[src/shared/orient_pkg.sv]
// Operation
// - Status read clears pending orientation event
// - Bit 7 flags any orientation field change
// - Bit 6 shows z-tilt lockout detected
// - Bits 2:1 encode up, down, right, left
// - Bit 0 reads front 0, back 1
// - Orientation fields reset to zero
// - Flag set on first detection, then changes
// - Every status read clears change flag; a set in the same cycle wins over the read
// - Fields keep updating while flag set
// - Hold orientation when axis exceeds 1.25 g
// - Debounce mode decrements or clears counter
// - Config bit 6 enables detection
// - Debounce count register sets required steps
// - Wake/sleep change resets debounce counter
// - Time step follows rate and oversampling mode
// - Z-lock field selects lockout angle
// - Back/front field selects trip angle, default 75
// - Back/front regions follow selected angle
// - Trip threshold, margin defaults and sum bounds
package orient_pkg;
  // Register map
  localparam logic [7:0] STATUS_ADDR   = 8'h10;
  localparam logic [7:0] CONFIG_ADDR   = 8'h11;
  localparam logic [7:0] COUNT_ADDR    = 8'h12;
  localparam logic [7:0] BFZ_ADDR      = 8'h13;
  localparam logic [7:0] CONFIG_RESET  = 8'h80;
  localparam logic [7:0] COUNT_RESET   = 8'h00;
  localparam logic [7:0] BFZ_RESET     = 8'h44;
  localparam logic [7:0] CONFIG_MASK   = 8'hC0;
  localparam logic [7:0] BFZ_MASK      = 8'hC7;
  localparam logic [7:0] UNMAPPED_DATA = 8'h00;
  // Field positions
  localparam int ST_CHANGED_BIT = 7;
  localparam int ST_LOCK_BIT    = 6;
  localparam int ST_FIXED_BIT   = 4;
  localparam int ST_CODE_LSB    = 1;
  localparam int ST_FACE_BIT    = 0;
  localparam int CFG_DBMODE_BIT = 7;
  localparam int CFG_EN_BIT     = 6;
  localparam int BFZ_BF_LSB     = 6;
  localparam int BFZ_ZL_LSB     = 0;
  // Orientation encodings
  typedef enum logic [1:0] {
    PORTRAIT_UP     = 2'h0,
    PORTRAIT_DOWN   = 2'h1,
    LANDSCAPE_RIGHT = 2'h2,
    LANDSCAPE_LEFT  = 2'h3
  } orient_code_t;
  localparam logic FACE_FRONT = 1'b0;
  localparam logic FACE_BACK  = 1'b1;
  // Acceleration scale at 2 g full range
  localparam int          AXIS_W        = 14;
  localparam int          ONE_G_COUNTS  = 4096;
  localparam logic [13:0] OVER_G_COUNTS = 14'(ONE_G_COUNTS * 5 / 4);
  // Debounce base step of 1.25 ms
  localparam int CLK_PERIOD_NS            = 4;
  localparam int STEP_BASE_NS             = 1250000;
  localparam int STEP_BASE_CYCLES_DEFAULT = STEP_BASE_NS / CLK_PERIOD_NS;
  // Time step in base steps, [oversampling mode][rate code]
  localparam logic [7:0] STEP_MULT [4][8] = '{
    '{8'h01, 8'h02, 8'h04, 8'h08, 8'h10, 8'h10, 8'h10, 8'h10},
    '{8'h01, 8'h02, 8'h04, 8'h08, 8'h10, 8'h40, 8'h40, 8'h40},
    '{8'h01, 8'h02, 8'h02, 8'h02, 8'h02, 8'h02, 8'h02, 8'h02},
    '{8'h01, 8'h02, 8'h04, 8'h08, 8'h10, 8'h40, 8'h80, 8'h80}};
  // Tangents scaled by 64
  localparam logic [9:0] Z_TILT_ANGLE_SEL_TAN [8] = '{10'h010, 10'h015, 10'h019, 10'h01E,
                                           10'h023, 10'h02A, 10'h030, 10'h03A};
  localparam logic [9:0] BF_TAN [4] = '{10'h16B, 10'h0EF, 10'h0B0, 10'h089};
  localparam logic [9:0] TAN64_5DEG [18] = '{
    10'h000, 10'h006, 10'h00B, 10'h011, 10'h017, 10'h01E, 10'h025, 10'h02D, 10'h036,
    10'h040, 10'h04C, 10'h05B, 10'h06F, 10'h089, 10'h0B0, 10'h0EF, 10'h16B, 10'h2DC};
  // Trip threshold and margin
  localparam int         MARGIN_DEG [8] = '{0, 4, 7, 11, 14, 17, 21, 24};
  localparam logic [4:0] TRIP_THRESHOLD_DEFAULT = 5'h10;
  localparam logic [2:0] TRIP_MARGIN_DEFAULT    = 3'h4;
  localparam int         THRESHOLD_DEG_NUM      = 45;
  localparam int         THRESHOLD_DEG_DEN      = 16;
  localparam int         TRIP_SUM_LIMIT         = 32;
endpackage : orient_pkg

[src/shared/orient_if.sv]
`timescale 1ns/10ps
interface orient_if;
  logic [1:0] code;
  logic       face;
  logic       lock;
  logic       hold;
  logic       valid;
  modport src (output code, face, lock, hold, valid);
  modport dst (input code, face, lock, hold, valid);
endinterface : orient_if

[src/hdl/orient_classifier.sv]
`timescale 1ns/10ps
module orient_classifier
  import orient_pkg::*;
#(
  parameter logic [4:0] TRIP_THRESHOLD = TRIP_THRESHOLD_DEFAULT,
  parameter logic [2:0] TRIP_MARGIN    = TRIP_MARGIN_DEFAULT
)(
  input  wire logic                     clk_i,
  input  wire logic                     rst_n_i,
  input  wire logic                     sample_i,
  input  wire logic signed [AXIS_W-1:0] x_i,
  input  wire logic signed [AXIS_W-1:0] y_i,
  input  wire logic signed [AXIS_W-1:0] z_i,
  input  wire logic [1:0]               bf_sel_i,
  input  wire logic [2:0]               zl_sel_i,
  input  wire logic [1:0]               cur_code_i,
  input  wire logic                     cur_face_i,
  orient_if.src                         res
);
  // Landscape entry and exit angles around the threshold
  localparam int THR_DEG   = int'(TRIP_THRESHOLD) * THRESHOLD_DEG_NUM / THRESHOLD_DEG_DEN;
  localparam int MRG_DEG   = MARGIN_DEG[TRIP_MARGIN];
  localparam int ENTER_DEG = (THR_DEG + MRG_DEG > 85) ? 85 : THR_DEG + MRG_DEG;
  localparam int EXIT_DEG  = (THR_DEG > MRG_DEG) ? THR_DEG - MRG_DEG : 0;
  localparam logic [9:0] ENTER_TAN = TAN64_5DEG[ENTER_DEG / 5];
  localparam logic [9:0] EXIT_TAN  = TAN64_5DEG[EXIT_DEG / 5];

  logic [AXIS_W-1:0] ax, ay, az, h;
  logic [23:0]       h64, ax64, zl_lim, bf_lim, land_lim;
  logic              is_lock, is_land, over;
  logic [1:0]        code_reg, code_next;
  logic              face_reg, face_next, lock_reg, lock_next;
  logic              hold_reg, hold_next, valid_reg, valid_next;

  // Tangent compares avoid any divider or arctangent
  always_comb begin
    ax       = x_i[AXIS_W-1] ? AXIS_W'(-x_i) : AXIS_W'(x_i);
    ay       = y_i[AXIS_W-1] ? AXIS_W'(-y_i) : AXIS_W'(y_i);
    az       = z_i[AXIS_W-1] ? AXIS_W'(-z_i) : AXIS_W'(z_i);
    h        = (ax > ay) ? ax : ay;
    h64      = {4'h0, h, 6'h00};
    ax64     = {4'h0, ax, 6'h00};
    zl_lim   = Z_TILT_ANGLE_SEL_TAN[zl_sel_i] * az;
    bf_lim   = BF_TAN[bf_sel_i] * az;
    land_lim = (cur_code_i[1] ? EXIT_TAN : ENTER_TAN) * ay;
    is_lock  = h64 < zl_lim;
    is_land  = cur_code_i[1] ? (ax64 >= land_lim) : (ax64 > land_lim);
    over     = (ax > OVER_G_COUNTS) || (ay > OVER_G_COUNTS) || (az > OVER_G_COUNTS);
    code_next  = code_reg;
    face_next  = face_reg;
    lock_next  = lock_reg;
    hold_next  = hold_reg;
    valid_next = sample_i;
    if (sample_i) begin
      lock_next = is_lock;
      hold_next = over;
      // Between the two regions the facing side is kept
      face_next = cur_face_i;
      if (h64 < bf_lim) begin
        face_next = z_i[AXIS_W-1] ? FACE_FRONT : FACE_BACK;
      end
      code_next = cur_code_i;
      if (!is_lock) begin
        if (is_land) begin
          code_next = x_i[AXIS_W-1] ? LANDSCAPE_LEFT : LANDSCAPE_RIGHT;
        end else begin
          code_next = y_i[AXIS_W-1] ? PORTRAIT_DOWN : PORTRAIT_UP;
        end
      end
    end
  end

  // Candidate registers
  always_ff @(posedge clk_i or negedge rst_n_i) begin
    if (!rst_n_i) begin
      code_reg  <= 2'h0;
      face_reg  <= 1'b0;
      lock_reg  <= 1'b0;
      hold_reg  <= 1'b0;
      valid_reg <= 1'b0;
    end else begin
      code_reg  <= code_next;
      face_reg  <= face_next;
      lock_reg  <= lock_next;
      hold_reg  <= hold_next;
      valid_reg <= valid_next;
    end
  end

  assign res.code  = code_reg;
  assign res.face  = face_reg;
  assign res.lock  = lock_reg;
  assign res.hold  = hold_reg;
  assign res.valid = valid_reg;
endmodule : orient_classifier

[src/hdl/orient_debounce.sv]
`timescale 1ns/10ps
module orient_debounce
  import orient_pkg::*;
#(
  parameter int unsigned STEP_BASE_CYCLES = STEP_BASE_CYCLES_DEFAULT
)(
  input  wire logic       clk_i,
  input  wire logic       rst_n_i,
  input  wire logic       restart_i,
  input  wire logic       pending_i,
  input  wire logic       dbmode_i,
  input  wire logic [7:0] step_mult_i,
  input  wire logic [7:0] dbval_i,
  output logic            commit_o
);
  localparam int CW = $clog2(STEP_BASE_CYCLES + 1);

  if (STEP_BASE_CYCLES < 1) begin : g_bad_step
    $error("step base must be at least one cycle");
  end

  logic [CW-1:0] base_reg, base_next;
  logic [7:0]    mult_reg, mult_next, cnt_reg, cnt_next;
  logic          step;

  // Prescaler restarts with the counter so a step never straddles a wake change
  always_comb begin
    step      = 1'b0;
    base_next = base_reg + CW'(1);
    mult_next = mult_reg;
    if (base_reg == CW'(STEP_BASE_CYCLES - 1)) begin
      base_next = '0;
      mult_next = mult_reg + 8'h01;
      if (mult_reg >= step_mult_i - 8'h01) begin
        mult_next = 8'h00;
        step      = 1'b1;
      end
    end
    if (restart_i) begin
      base_next = '0;
      mult_next = 8'h00;
    end
  end

  // Debounce counter
  always_comb begin
    commit_o = pending_i && (cnt_reg >= dbval_i);
    cnt_next = cnt_reg;
    if (restart_i || commit_o) begin
      cnt_next = 8'h00;
    end else if (!pending_i && dbmode_i) begin
      cnt_next = 8'h00;
    end else if (step) begin
      if (pending_i) begin
        cnt_next = (cnt_reg == 8'hFF) ? cnt_reg : cnt_reg + 8'h01;
      end else begin
        cnt_next = (cnt_reg == 8'h00) ? cnt_reg : cnt_reg - 8'h01;
      end
    end
  end

  always_ff @(posedge clk_i or negedge rst_n_i) begin
    if (!rst_n_i) begin
      base_reg <= '0;
      mult_reg <= 8'h00;
      cnt_reg  <= 8'h00;
    end else begin
      base_reg <= base_next;
      mult_reg <= mult_next;
      cnt_reg  <= cnt_next;
    end
  end
endmodule : orient_debounce

[src/hdl/orientation_detector.sv]
`timescale 1ns/10ps
module orientation_detector
  import orient_pkg::*;
#(
  parameter int unsigned STEP_BASE_CYCLES = STEP_BASE_CYCLES_DEFAULT,
  parameter logic [4:0]  TRIP_THRESHOLD   = TRIP_THRESHOLD_DEFAULT,
  parameter logic [2:0]  TRIP_MARGIN      = TRIP_MARGIN_DEFAULT
)(
  input  wire logic                     MCLK_I,
  input  wire logic                     ARST_N_I,
  input  wire logic [7:0]               REG_ADDR_I,
  input  wire logic                     REG_WR_I,
  input  wire logic                     REG_RD_I,
  input  wire logic [7:0]               REG_WDATA_I,
  output logic      [7:0]               REG_RDATA_O,
  input  wire logic                     SAMPLE_VALID_I,
  input  wire logic signed [AXIS_W-1:0] ACCEL_X_I,
  input  wire logic signed [AXIS_W-1:0] ACCEL_Y_I,
  input  wire logic signed [AXIS_W-1:0] ACCEL_Z_I,
  input  wire logic [2:0]               OUTPUT_SAMPLE_RATE_I,
  input  wire logic [1:0]               OSMODE_SEL_I,
  input  wire logic                     ACTIVE_I,
  input  wire logic                     SLEEP_I,
  output logic                          ORIENT_CHANGED_O
);
  // Trip threshold plus margin must stay inside the usable range
  if (int'(TRIP_THRESHOLD) + int'(TRIP_MARGIN) == 0 ||
      int'(TRIP_THRESHOLD) + int'(TRIP_MARGIN) >= TRIP_SUM_LIMIT) begin : g_bad_trip
    $error("trip threshold plus margin out of range");
  end

  orient_if cand ();

  logic [7:0] cfg_reg, cfg_next;
  logic [7:0] count_reg, count_next;
  logic [7:0] bfz_reg, bfz_next;
  logic [7:0] rdata_reg, rdata_next;
  logic [7:0] status_val;
  logic [1:0] code_reg, code_next;
  logic       face_reg, face_next;
  logic       lock_reg, lock_next;
  logic       changed_reg, changed_next;
  logic       first_reg, first_next;
  logic       active_d_reg, sleep_d_reg;
  logic       rd_status, chg_set, pending, commit, first_hit;
  logic       restart, det_en;
  logic [7:0] step_mult;
  logic [3:0] field_bits, cand_bits;

  // Candidate attitude, refreshed once per output sample
  orient_classifier #(
    .TRIP_THRESHOLD (TRIP_THRESHOLD),
    .TRIP_MARGIN    (TRIP_MARGIN)
  ) u_classifier (
    .clk_i      (MCLK_I),
    .rst_n_i    (ARST_N_I),
    .sample_i   (SAMPLE_VALID_I),
    .x_i        (ACCEL_X_I),
    .y_i        (ACCEL_Y_I),
    .z_i        (ACCEL_Z_I),
    .bf_sel_i   (bfz_reg[BFZ_BF_LSB +: 2]),
    .zl_sel_i   (bfz_reg[BFZ_ZL_LSB +: 3]),
    .cur_code_i (code_reg),
    .cur_face_i (face_reg),
    .res        (cand.src)
  );

  // Debounce time step from rate and oversampling mode
  assign step_mult = STEP_MULT[OSMODE_SEL_I][OUTPUT_SAMPLE_RATE_I];

  orient_debounce #(
    .STEP_BASE_CYCLES (STEP_BASE_CYCLES)
  ) u_debounce (
    .clk_i       (MCLK_I),
    .rst_n_i     (ARST_N_I),
    .restart_i   (restart),
    .pending_i   (pending),
    .dbmode_i    (cfg_reg[CFG_DBMODE_BIT]),
    .step_mult_i (step_mult),
    .dbval_i     (count_reg),
    .commit_o    (commit)
  );

  // Status byte as software sees it; bit 4 always reads one
  always_comb begin
    status_val                    = 8'h00;
    status_val[ST_CHANGED_BIT]    = changed_reg;
    status_val[ST_LOCK_BIT]       = lock_reg;
    status_val[ST_FIXED_BIT]      = 1'b1;
    status_val[ST_CODE_LSB +: 2]  = code_reg;
    status_val[ST_FACE_BIT]       = face_reg;
  end

  // Register writes and read data
  always_comb begin
    cfg_next   = cfg_reg;
    count_next = count_reg;
    bfz_next   = bfz_reg;
    rdata_next = rdata_reg;
    if (REG_WR_I) begin
      case (REG_ADDR_I)
        CONFIG_ADDR: cfg_next   = REG_WDATA_I & CONFIG_MASK;
        COUNT_ADDR:  count_next = REG_WDATA_I;
        BFZ_ADDR:    bfz_next   = REG_WDATA_I & BFZ_MASK;
        default:     ;
      endcase
    end
    if (REG_RD_I) begin
      case (REG_ADDR_I)
        STATUS_ADDR: rdata_next = status_val;
        CONFIG_ADDR: rdata_next = cfg_reg;
        COUNT_ADDR:  rdata_next = count_reg;
        BFZ_ADDR:    rdata_next = bfz_reg;
        default:     rdata_next = UNMAPPED_DATA;
      endcase
    end
  end

  // Register file
  always_ff @(posedge MCLK_I or negedge ARST_N_I) begin
    if (!ARST_N_I) begin
      cfg_reg   <= CONFIG_RESET;
      count_reg <= COUNT_RESET;
      bfz_reg   <= BFZ_RESET;
      rdata_reg <= 8'h00;
    end else begin
      cfg_reg   <= cfg_next;
      count_reg <= count_next;
      bfz_reg   <= bfz_next;
      rdata_reg <= rdata_next;
    end
  end

  // Detection qualifiers
  always_comb begin
    field_bits = {code_reg, face_reg, lock_reg};
    cand_bits  = {cand.code, cand.face, cand.lock};
    rd_status  = REG_RD_I && (REG_ADDR_I == STATUS_ADDR);
    det_en     = cfg_reg[CFG_EN_BIT] && ACTIVE_I;
    restart    = SLEEP_I != sleep_d_reg;
    // Over-g samples neither start nor finish a transition
    first_hit  = det_en && first_reg && cand.valid && !cand.hold;
    pending    = det_en && !first_reg && !cand.hold && (cand_bits != field_bits);
    chg_set    = first_hit || commit;
  end

  // Orientation state; a set in the clearing cycle wins over the read
  always_comb begin
    code_next    = code_reg;
    face_next    = face_reg;
    lock_next    = lock_reg;
    first_next   = first_reg;
    // Fields follow the candidate whatever the flag holds
    if (chg_set) begin
      code_next = cand.code;
      face_next = cand.face;
      lock_next = cand.lock;
    end
    changed_next = chg_set || (changed_reg && !rd_status);
    if (ACTIVE_I && !active_d_reg) begin
      first_next = 1'b1;
    end else if (first_hit) begin
      first_next = 1'b0;
    end
  end

  always_ff @(posedge MCLK_I or negedge ARST_N_I) begin
    if (!ARST_N_I) begin
      code_reg     <= 2'h0;
      face_reg     <= 1'b0;
      lock_reg     <= 1'b0;
      changed_reg  <= 1'b0;
      first_reg    <= 1'b0;
      active_d_reg <= 1'b0;
      sleep_d_reg  <= 1'b0;
    end else begin
      code_reg     <= code_next;
      face_reg     <= face_next;
      lock_reg     <= lock_next;
      changed_reg  <= changed_next;
      first_reg    <= first_next;
      active_d_reg <= ACTIVE_I;
      sleep_d_reg  <= SLEEP_I;
    end
  end

  assign REG_RDATA_O      = rdata_reg;
  assign ORIENT_CHANGED_O = changed_reg;
endmodule : orientation_detector

[config.mk]
export PLATFORM = sky130hd
export DESIGN_NAME = orientation_detector
export DESIGN_NICKNAME = d
export VERILOG_FILES = /design/src/shared/orient_pkg.sv /design/src/shared/orient_if.sv /design/src/hdl/orient_classifier.sv /design/src/hdl/orient_debounce.sv /design/src/hdl/orientation_detector.sv
export SDC_FILE = /design/constraint.sdc
export NUM_CORES = 1
export LEC_CHECK = 0
export BUFFER_PORTS_ARGS = -buffer_cell sky130_fd_sc_hd__buf_4
export CORE_MARGIN = 2
export CORE_UTILIZATION = 55
export CTS_CLUSTER_DIAMETER = 120
export DETAILED_ROUTE_END_ITERATION = 8
export GPL_ROUTABILITY_DRIVEN = 1
export PLACE_DENSITY = 0.8
export SLEW_MARGIN = 15
export SYNTH_ARGS = -nofsm -noshare
export SYNTH_HDL_FRONTEND = slang
export SYNTH_SLANG_ARGS = --single-unit
[constraint.sdc]
create_clock -name MCLK_I -period 22.5 [get_ports MCLK_I]
set_input_delay 1.125 -clock MCLK_I [delete_from_list [all_inputs] [get_ports MCLK_I]]
set_output_delay 1.125 -clock MCLK_I [all_outputs]
set_load 0.02 [all_outputs]
==> results of run 1 <==
layout make-up:
cell class	instances	area, µm²	area share (%)
Tap cell	384	480	2.76
Clock inverter	7	78.8	0.453
Clock buffer	9	225	1.29
Antenna cell	1	2.50	0.0144
Inverter	285	1070	6.15
Timing Repair Buffer	86	646	3.71
Sequential cell	72	1810	10.4
Multi-Input combinational cell	1484	13100	75.2
worst max-delay path by stage:
stage,startpoint,end,cells past startpoint
floorplan,ACCEL_Z_I[0],u_classifier.res.face,34
global placement,ACCEL_Z_I[0],u_classifier.res.face,34
detailed placement,ACCEL_Z_I[0],u_classifier.res.face,35
CTS,ACCEL_Z_I[0],u_classifier.res.face,35
global route,ACCEL_Z_I[0],u_classifier.res.face,35
finish,ACCEL_Z_I[0],u_classifier.res.face,35
power by group through the flow:
stage	sequential [W]	combinational [W]	clock, W
floorplan	0.000143	0.00143	0
global placement	0.000145	0.00177	0
detailed placement	0.000145	0.00185	0
CTS	0.000143	0.00186	0.000148
global route	0.000144	0.00213	0.000153
finish	0.000143	0.00189	0.000145
synth_stat cells (4+ instances only):
cell,n
o21ai_0,58
and3_1,5
o211ai_1,11
nand4b_1,6
xor2_1,60
nand4_1,26
o31ai_1,10
nand2_1,151
o22ai_1,14
xnor2_1,66
nor4_1,8
nand3_1,30
a31oi_1,12
a211oi_1,15
nor2b_1,16
or3_1,10
inv_1,285
a21o_1,29
clkbuf_1,43
o41ai_1,5
and4_1,6
fa_1,161
mux2_2,27
buf_2,4
dfrtp_1,69
nor3_1,35
or2_2,4
nor4b_1,4
nand2b_1,17
o21bai_1,5
a21oi_1,81
nor2_1,204
or4_1,5
mux2i_1,29
ha_1,266
and2_1,7
o21a_1,10
metal layers:
| layer | global-route usage (%) | up-vias | part of all wire [%] |
|---|---|---|---|
| li1 | - | 6481 | - |
| met1 | 34.1 | 6640 | 42 |
| met4 | 9.58 | 0 | 3.4 |
| met3 | 2.97 | 90 | 5.9 |
| met5 | 0 | - | 0 |
| met2 | 46.1 | 486 | 48 |
critical path: cells and delay by family:
family	cells	cell delay, ps
AND/OR/NAND/NOR	11	1940
AO/OA/AOI/OAI	9	2000
adder cells (fa/ha/maj)	8	3290
buffers and inverters	5	580
XOR/XNOR	2	660
per-stage QoR:
stage / total power [W] / instance area [µm²] / hold WS [ps] / setup WS, ps
floorplan: 0.00157 / 16200 / 400 / 13760
global placement: 0.00192 / 17100 / 407 / 13240
CTS: 0.00215 / 17400 / 434 / 13220
finish: 0.00218 / 17400 / 427 / 13120
global route: 0.00242 / 17400 / 451 / 12450
detailed placement: 0.00199 / 17100 / 439 / 12870
cells by family after synthesis:
group / count (synthesis) / share of synthesized area (%)
buf+inv: 336 / 7.87
other cells: 2 / 0.0465
xor+xnor: 127 / 6.93
fa+ha+maj: 427 / 40.6
mux: 58 / 3.96
flops: 72 / 11.2
simple gates: 560 / 16.6
compound gates: 307 / 12.8
==> impl_metrics.yaml, run 1 <==
outcome:
  outcome: "finished clean"
sta:
  fin_tns_setup_ps: 0
  setup_viol: 0
  tightest_slew_ps: 1090
  rsz0062_at_grt: "no"
  timing.slew.headroom_pct: 26.9
  final.min_clock_period_ps: 9380
  period_share_pct: 41.7
  slew_viol_final: 0
  fin_skew_ps: 9.73
  hold_viol_final: 0
  max_clock_freq_mhz: 107
place:
  dpl.cell_count: 2311
  gp_congestion: 0.952
  portBuffers: 78
  dp_hpwl_mm: 33.8
yosys:
  yosys.area.top_type_share_pct: 20.6
  yosys_warnings: 0
  synth_area_leader_cell: "ha_1"
  synthCells: 1889
  synth.cell_area_um2: 16200
  synth_edf_count: 0
  synth-seq-area-share_pct: 11.2
  synth-main-ff-cell: "dfrtp_1"
  synth_seq_cells: 72
  synth_cell_types: 96
  synthTopCellsByArea: "ha_1, fa_1, dfrtp_1"
  avgSynthCellArea_um2: 8.55
  ys_async_sr_fraction_pct: 100
floorplanning:
  die_x_um: 175
  start_util_pct: 56.1
  num_io_pins: 79
  die-area_um2: 30800
  rows: 62
  die_y_um: 175
  core_area_um2: 28800
cells_and_area:
  fin_util_pct: 60.4
  largest_register_ffs: 19
  drive_above_1_share_pct: 8.90
  layout_common_cells: "inv_1, ha_1, nor2_1"
  final_common_cell: "inv_1"
  layout.cells.non_filler: 2328
  num-fill-cells: 2452
  area_delta_synth_final_pct: 7.69
  fin_nets: 2435
cts:
  cts_buffers: 9
  h-tree-depth: 3
  cts_resized: 0
  cts.root.buffer_cell: "clkbuf_16"
  clk_path_buf_depth: 2
  path_clk_slew_ps: 70
  cts_tree: "built"
  hold_buffers: 0
  cts_setup_buffers: 0
  clock-sinks: 72
  clkLatencyLatePin_ps: 340
power:
  power_frac_comb_pct: 86.7
  internal_power_w: 0.00101
  power_switching_w: 0.00116
  ir_drop_v: 0.000125
  seqPwrFrac_pct: 6.6
  power_frac_clock_pct: 6.7
  powerDensity_nw_per_um2: 125
  switching_share_pct: 53.5
  p_leak_nw: 8.74
drt:
  via_count: 13700
  drcViolationCount: 0
  vias_per_cell: 5.88
  wl_per_cell_um: 17.2
  drt_wl_total_mm: 40.0
  drt_iter0_drc: 1060
  drt_pre_antenna_iters: 6
  ant_nets: 0
critical_path:
  slowest_delay_ps: 560
  ff2ff_setup_slack_ps: 13900
  crit_required_ps: 22730
  regToRegEndpoint: "u_classifier.res.face"
  end_kind: "flip-flop"
  cp_slowest_cell: "xor2_1"
  worstPathMaxFanout: 11
  rr_worst_depth: 29
  worstSetupStartpointType: "input port"
  cp_common_cell: "fa_1"
  path_class: "in2reg"
  crit_arrival_ps: 9610
  r2r_start: "bfz_reg[6]"
grt:
  gr-usage-all-layers_pct: 26.5
  grt_max_degree: 73
  grt_pass1_vias: 13800
  gr-total-overflow: 0
  antenna_found_initial: 2
  grt_pass1_wl_mm: 66.5
flow_run:
  drv_cap: 0
worst_hold_path:
  min_path_cells: 1
  worstHoldStart: "active_d_reg"
  hold_path.class: "reg2reg"
  min_to: "first_reg"
(Power assumes the default switching activity.)
==> run 2, diff against run 1 <==
==> constraint.sdc (replaced) <==
create_clock -name MCLK_I -period 9.7 [get_ports MCLK_I]
set_input_delay 0.485 -clock MCLK_I [delete_from_list [all_inputs] [get_ports MCLK_I]]
set_output_delay 0.485 -clock MCLK_I [all_outputs]
set_load 0.02 [all_outputs]
==> run 2 against run 1 <==
Power is 130% higher. Worst hold slack lost 150 ps. Sequential share of layout area down 0.051 points. Worst setup slack got worse by 12000 ps. Wire length is 0.95% higher. Flip-flop and latch count unchanged. Sequential power rose by 130%. Largest cell class unchanged. Largest power group unchanged. Highest routed layer unchanged.
==> impl_metrics.yaml, run 2 (synthesized netlist as in run 1, its figures left out) <==
drt:
  drt_pre_antenna_iters: 6
  ant_nets: 0
  via_count: 13800
  drt_wl_total_mm: 40.4
  wl_per_cell_um: 17.3
  drcViolationCount: 0
  drt_iter0_drc: 1211
  vias_per_cell: 5.90
worst_hold_path:
  hold_path.class: "in2async"
floorplanning:
  rows: 62
  num_io_pins: 79
  die-area_um2: 30800
  die_x_um: 175
  core_area_um2: 28800
  die_y_um: 175
  start_util_pct: 56.1
critical_path:
  crit_arrival_ps: 9050
  r2r_start: "bfz_reg[6]"
  slowest_delay_ps: 550
  cp_slowest_cell: "fa_1"
  regToRegEndpoint: "u_classifier.res.face"
  crit_required_ps: 9930
  end_kind: "flip-flop"
  path_class: "in2reg"
  rr_worst_depth: 28
  worstPathMaxFanout: 11
  worstSetupStartpointType: "input port"
  ff2ff_setup_slack_ps: 1180
cells_and_area:
  layout_common_cells: "inv_1, ha_1, nor2_1"
  fin_nets: 2444
  final_common_cell: "inv_1"
  layout.cells.non_filler: 2338
  largest_register_ffs: 19
  drive_above_1_share_pct: 9.27
  area_delta_synth_final_pct: 8.22
  num-fill-cells: 2390
sta:
  fin_tns_setup_ps: 0
  max_clock_freq_mhz: 113
  setup_slack_ps: 879
  slew_viol_final: 0
  fin_skew_ps: 10.8
  final.min_clock_period_ps: 8820
  setup_viol: 0
  tightest_slew_ps: 1050
  hold_viol_final: 0
  timing.slew.headroom_pct: 29.3
  period_share_pct: 90.9
  rsz0062_at_grt: "no"
  timing.hold.ws_ps: 277
power:
  p_leak_nw: 8.80
  powerDensity_nw_per_um2: 292
  p_total_w: 0.00510
  ir_drop_v: 0.000294
cts:
  h-tree-depth: 3
  clkLatencyLatePin_ps: 330
  cts_resized: 0
  cts_tree: "built"
  hold_buffers: 0
  cts_buffers: 9
  clock-sinks: 72
  path_clk_slew_ps: 60
  cts.root.buffer_cell: "clkbuf_16"
  cts_setup_buffers: 0
  clk_path_buf_depth: 2
grt:
  gr-total-overflow: 0
  gr-usage-all-layers_pct: 26.8
  grt_pass1_vias: 14100
  antenna_found_initial: 2
  grt_pass1_wl_mm: 67.6
  grt_max_degree: 73
flow_run:
  drv_cap: 0
place:
  gp_congestion: 0.970
  dp_hpwl_mm: 34.1
  pre_cts_ws_ps: 679
  portBuffers: 78
  dpl.cell_count: 2320
outcome:
  outcome: "finished clean"
## run 2: routing by layer
metal	GRT usage, %	routed length [µm]	vias to the layer above
met4	9.38	1390	0
met5	0	0	-
li1	-	-	6495
met1	35.2	17200	6676
met3	2.49	2450	103
met2	46.3	19400	514
## run 2: cell type report
| cell class | count | area, µm² | share of cell area (%) |
|---|---|---|---|
| clock buffer | 10 | 229 | 1.31 |
| sequential | 72 | 1810 | 10.3 |
| inverter | 285 | 1070 | 6.12 |
| tap | 384 | 480 | 2.75 |
| timing repair buffer | 95 | 713 | 4.08 |
| clock inverter | 6 | 90.1 | 0.515 |
| multi-input combinational | 1484 | 13100 | 74.9 |
| antenna | 2 | 5.00 | 0.0286 |
## run 2: power breakdown
part / internal [W] / leakage, nW / switching (W)
combinational: 0.00184 / 7.68 / 0.00257
sequential: 0.000316 / 0.967 / 0.0000171
clock: 0.000227 / 0.153 / 0.000130
total: 0.00239 / 8.80 / 0.00271
## run 2: worst max-delay path by stage
stage | startpoint | end | slack, ps | cells after the start
2_1_floorplan | ACCEL_Z_I[0] | u_classifier.res.face | 1600 | 34
3_3_place_gp | ACCEL_Z_I[0] | u_classifier.res.face | 1150 | 35
3_5_place_dp | ACCEL_Z_I[0] | u_classifier.res.face | 680 | 35
4_1_cts | ACCEL_Z_I[0] | u_classifier.res.face | 1020 | 35
5_1_grt | ACCEL_Z_I[0] | u_classifier.res.face | 280 | 35
6_report | ACCEL_Z_I[0] | u_classifier.res.face | 880 | 35
## run 2: metrics by stage
stage / util (%) / area (µm²)
floorplan: - / 16200
global placement: 59.6 / 17200
detailed placement: 59.6 / 17200
CTS: 60.7 / 17500
global route: 60.7 / 17500
finish: 60.7 / 17500
## run 2: worst max-delay path: cells and delay by family
| family | cells | cell delay (ps) |
|---|---|---|
| compound gates | 8 | 1940 |
| xor+xnor | 2 | 240 |
| fa+ha+maj | 8 | 3520 |
| buf+inv | 7 | 880 |
| simple gates | 10 | 2010 |
==> run 3, diff against run 2 <==
--- a/config.mk
+++ b/config.mk
@@ -11,8 +11,7 @@
 export CTS_CLUSTER_DIAMETER = 120
 export DETAILED_ROUTE_END_ITERATION = 8
 export GPL_ROUTABILITY_DRIVEN = 1
-export PLACE_DENSITY = 0.8
-export SLEW_MARGIN = 15
+export PLACE_DENSITY = 0.71
 export SYNTH_ARGS = -nofsm -noshare
 export SYNTH_HDL_FRONTEND = slang
 export SYNTH_SLANG_ARGS = --single-unit
==> run 3 against run 2 <==
Power decreased by 0.84%. First-iteration DRC count down 25%. Non-clock buffer count is 4 higher. Register-to-register slack improved by 30 ps. Combinational power about the same. Core utilization is essentially flat.
==> impl_metrics.yaml, run 3 (synthesized netlist as in run 1, its figures left out) <==
sta:
  max_clock_freq_mhz: 112
  setup_viol: 0
  period_share_pct: 91.8
  timing.slew.headroom_pct: 25.1
  fin_skew_ps: 8.12
  timing.hold.ws_ps: 264
  tightest_slew_ps: 1110
  hold_viol_final: 0
  rsz0062_at_grt: "no"
  slew_viol_final: 0
  fin_tns_setup_ps: 0
  final.min_clock_period_ps: 8900
critical_path:
  path_class: "in2reg"
  r2r_start: "bfz_reg[6]"
  worstSetupStartpointType: "input port"
  crit_arrival_ps: 9130
  crit_start: "ACCEL_Z_I[0]"
  slowest_delay_ps: 580
  cp_common_cell: "fa_1"
  end_kind: "flip-flop"
  cp_slowest_cell: "xor2_1"
  worstPathMaxFanout: 11
  crit_required_ps: 9930
cells_and_area:
  layout_common_cells: "inv_1, ha_1, nor2_1"
  fin_area_um2: 17500
  num-fill-cells: 2538
  drive_above_1_share_pct: 9.46
  final_common_cell: "inv_1"
  fin_util_pct: 60.7
  fin_nets: 2448
  diodes: 0
  area_delta_synth_final_pct: 8.25
  largest_register_ffs: 19
cts:
  cts_buffers: 9
  clk_path_buf_depth: 2
  cts.root.buffer_cell: "clkbuf_16"
  cts_tree: "built"
  hold_buffers: 0
  clock-sinks: 72
  clkLatencyLatePin_ps: 350
  h-tree-depth: 3
  cts_setup_buffers: 0
  path_clk_slew_ps: 60
  cts_resized: 0
grt:
  gr-total-overflow: 0
  gr-usage-all-layers_pct: 26.9
  grt_pass1_wl_mm: 67.0
  grt_pass1_vias: 13700
  grt_max_degree: 73
  antenna_found_initial: 0
floorplanning:
  num_io_pins: 79
  start_util_pct: 56.1
  die_y_um: 175
  die_x_um: 175
  die-area_um2: 30800
  rows: 62
  core_area_um2: 28800
place:
  postPlaceCellArea_um2: 17200
  portBuffers: 78
  dp_hpwl_mm: 34.4
  gp_congestion: 0.933
power:
  p_total_w: 0.00506
  powerDensity_nw_per_um2: 289
  p_leak_nw: 8.81
  ir_drop_v: 0.000260
drt:
  drt_wl_total_mm: 40.7
  via_count: 13500
  drcViolationCount: 0
  drt_pre_antenna_iters: 6
  wl_per_cell_um: 17.4
  ant_nets: 0
  vias_per_cell: 5.78
  drt_iter0_drc: 909
worst_hold_path:
  worstHoldStart: "SLEEP_I"
  hold_path.class: "in2reg"
flow_run:
  drv_cap: 0
outcome:
  outcome: "finished clean"
run 3: changes by cell type in the layout (fill, tap and decap cells not counted):
cell,before,now
buf_4,95,99
clkinv_4,0,1
clkbuf_8,0,1
inv_6,2,0
clkinv_2,1,2
diode_2,2,0
bufinv_16,2,1
run 3: per-stage QoR:
step                setup WS (ps)  std cells
floorplan                    1600       1892
global placement             1090       2324
detailed placement            506       2324
CTS                           867       2340
global route                  123       2340
finish                        800       2340
run 3: routing by layer:
layer | GRT usage, % | vias to the layer above | wire, µm
met5 | 0 | - | 0
met1 | 36.3 | 6588 | 18300
met4 | 8.09 | 0 | 988
li1 | - | 6494 | -
met3 | 3.59 | 71 | 2130
met2 | 45.1 | 382 | 19300
run 3: final timing paths:
check | to | slack (ps) | cells after the start
setup / recovery | u_classifier.res.face | 800 | 35
max in group asynchronous | u_debounce.base_reg[18] | 8800 | 1
hold / removal | sleep_d_reg | 260 | 1
hold reg to reg | first_reg | 420 | 1
setup reg to reg | u_classifier.res.face | 1210 | 28
min in group asynchronous | active_d_reg | 270 | 1
run 3: layout make-up:
class / count / area (µm²) / area share (%)
Multi-Input combinational cell: 1484 / 13100 / 74.8
Sequential cell: 72 / 1810 / 10.3
Inverter: 285 / 1070 / 6.12
Timing Repair Buffer: 99 / 743 / 4.25
Tap cell: 384 / 480 / 2.75
Clock buffer: 11 / 243 / 1.39
Clock inverter: 5 / 56.3 / 0.322
run 3: report_power, final:
part	switching, W	leakage [nW]	internal (W)
logic	0.00255	7.70	0.00183
registers	0.0000190	0.967	0.000316
clock network	0.000133	0.145	0.000206
total	0.00271	8.81	0.00235
run 3: critical path: cells and delay by family:
family,cells,cell delay (ps)
xor gates and xnor gates,2,670
adders and majority gates,8,3270
buffers and inverters,5,630
and+or+nand+nor,11,1950
AOI/OAI and AO/OA,9,2120
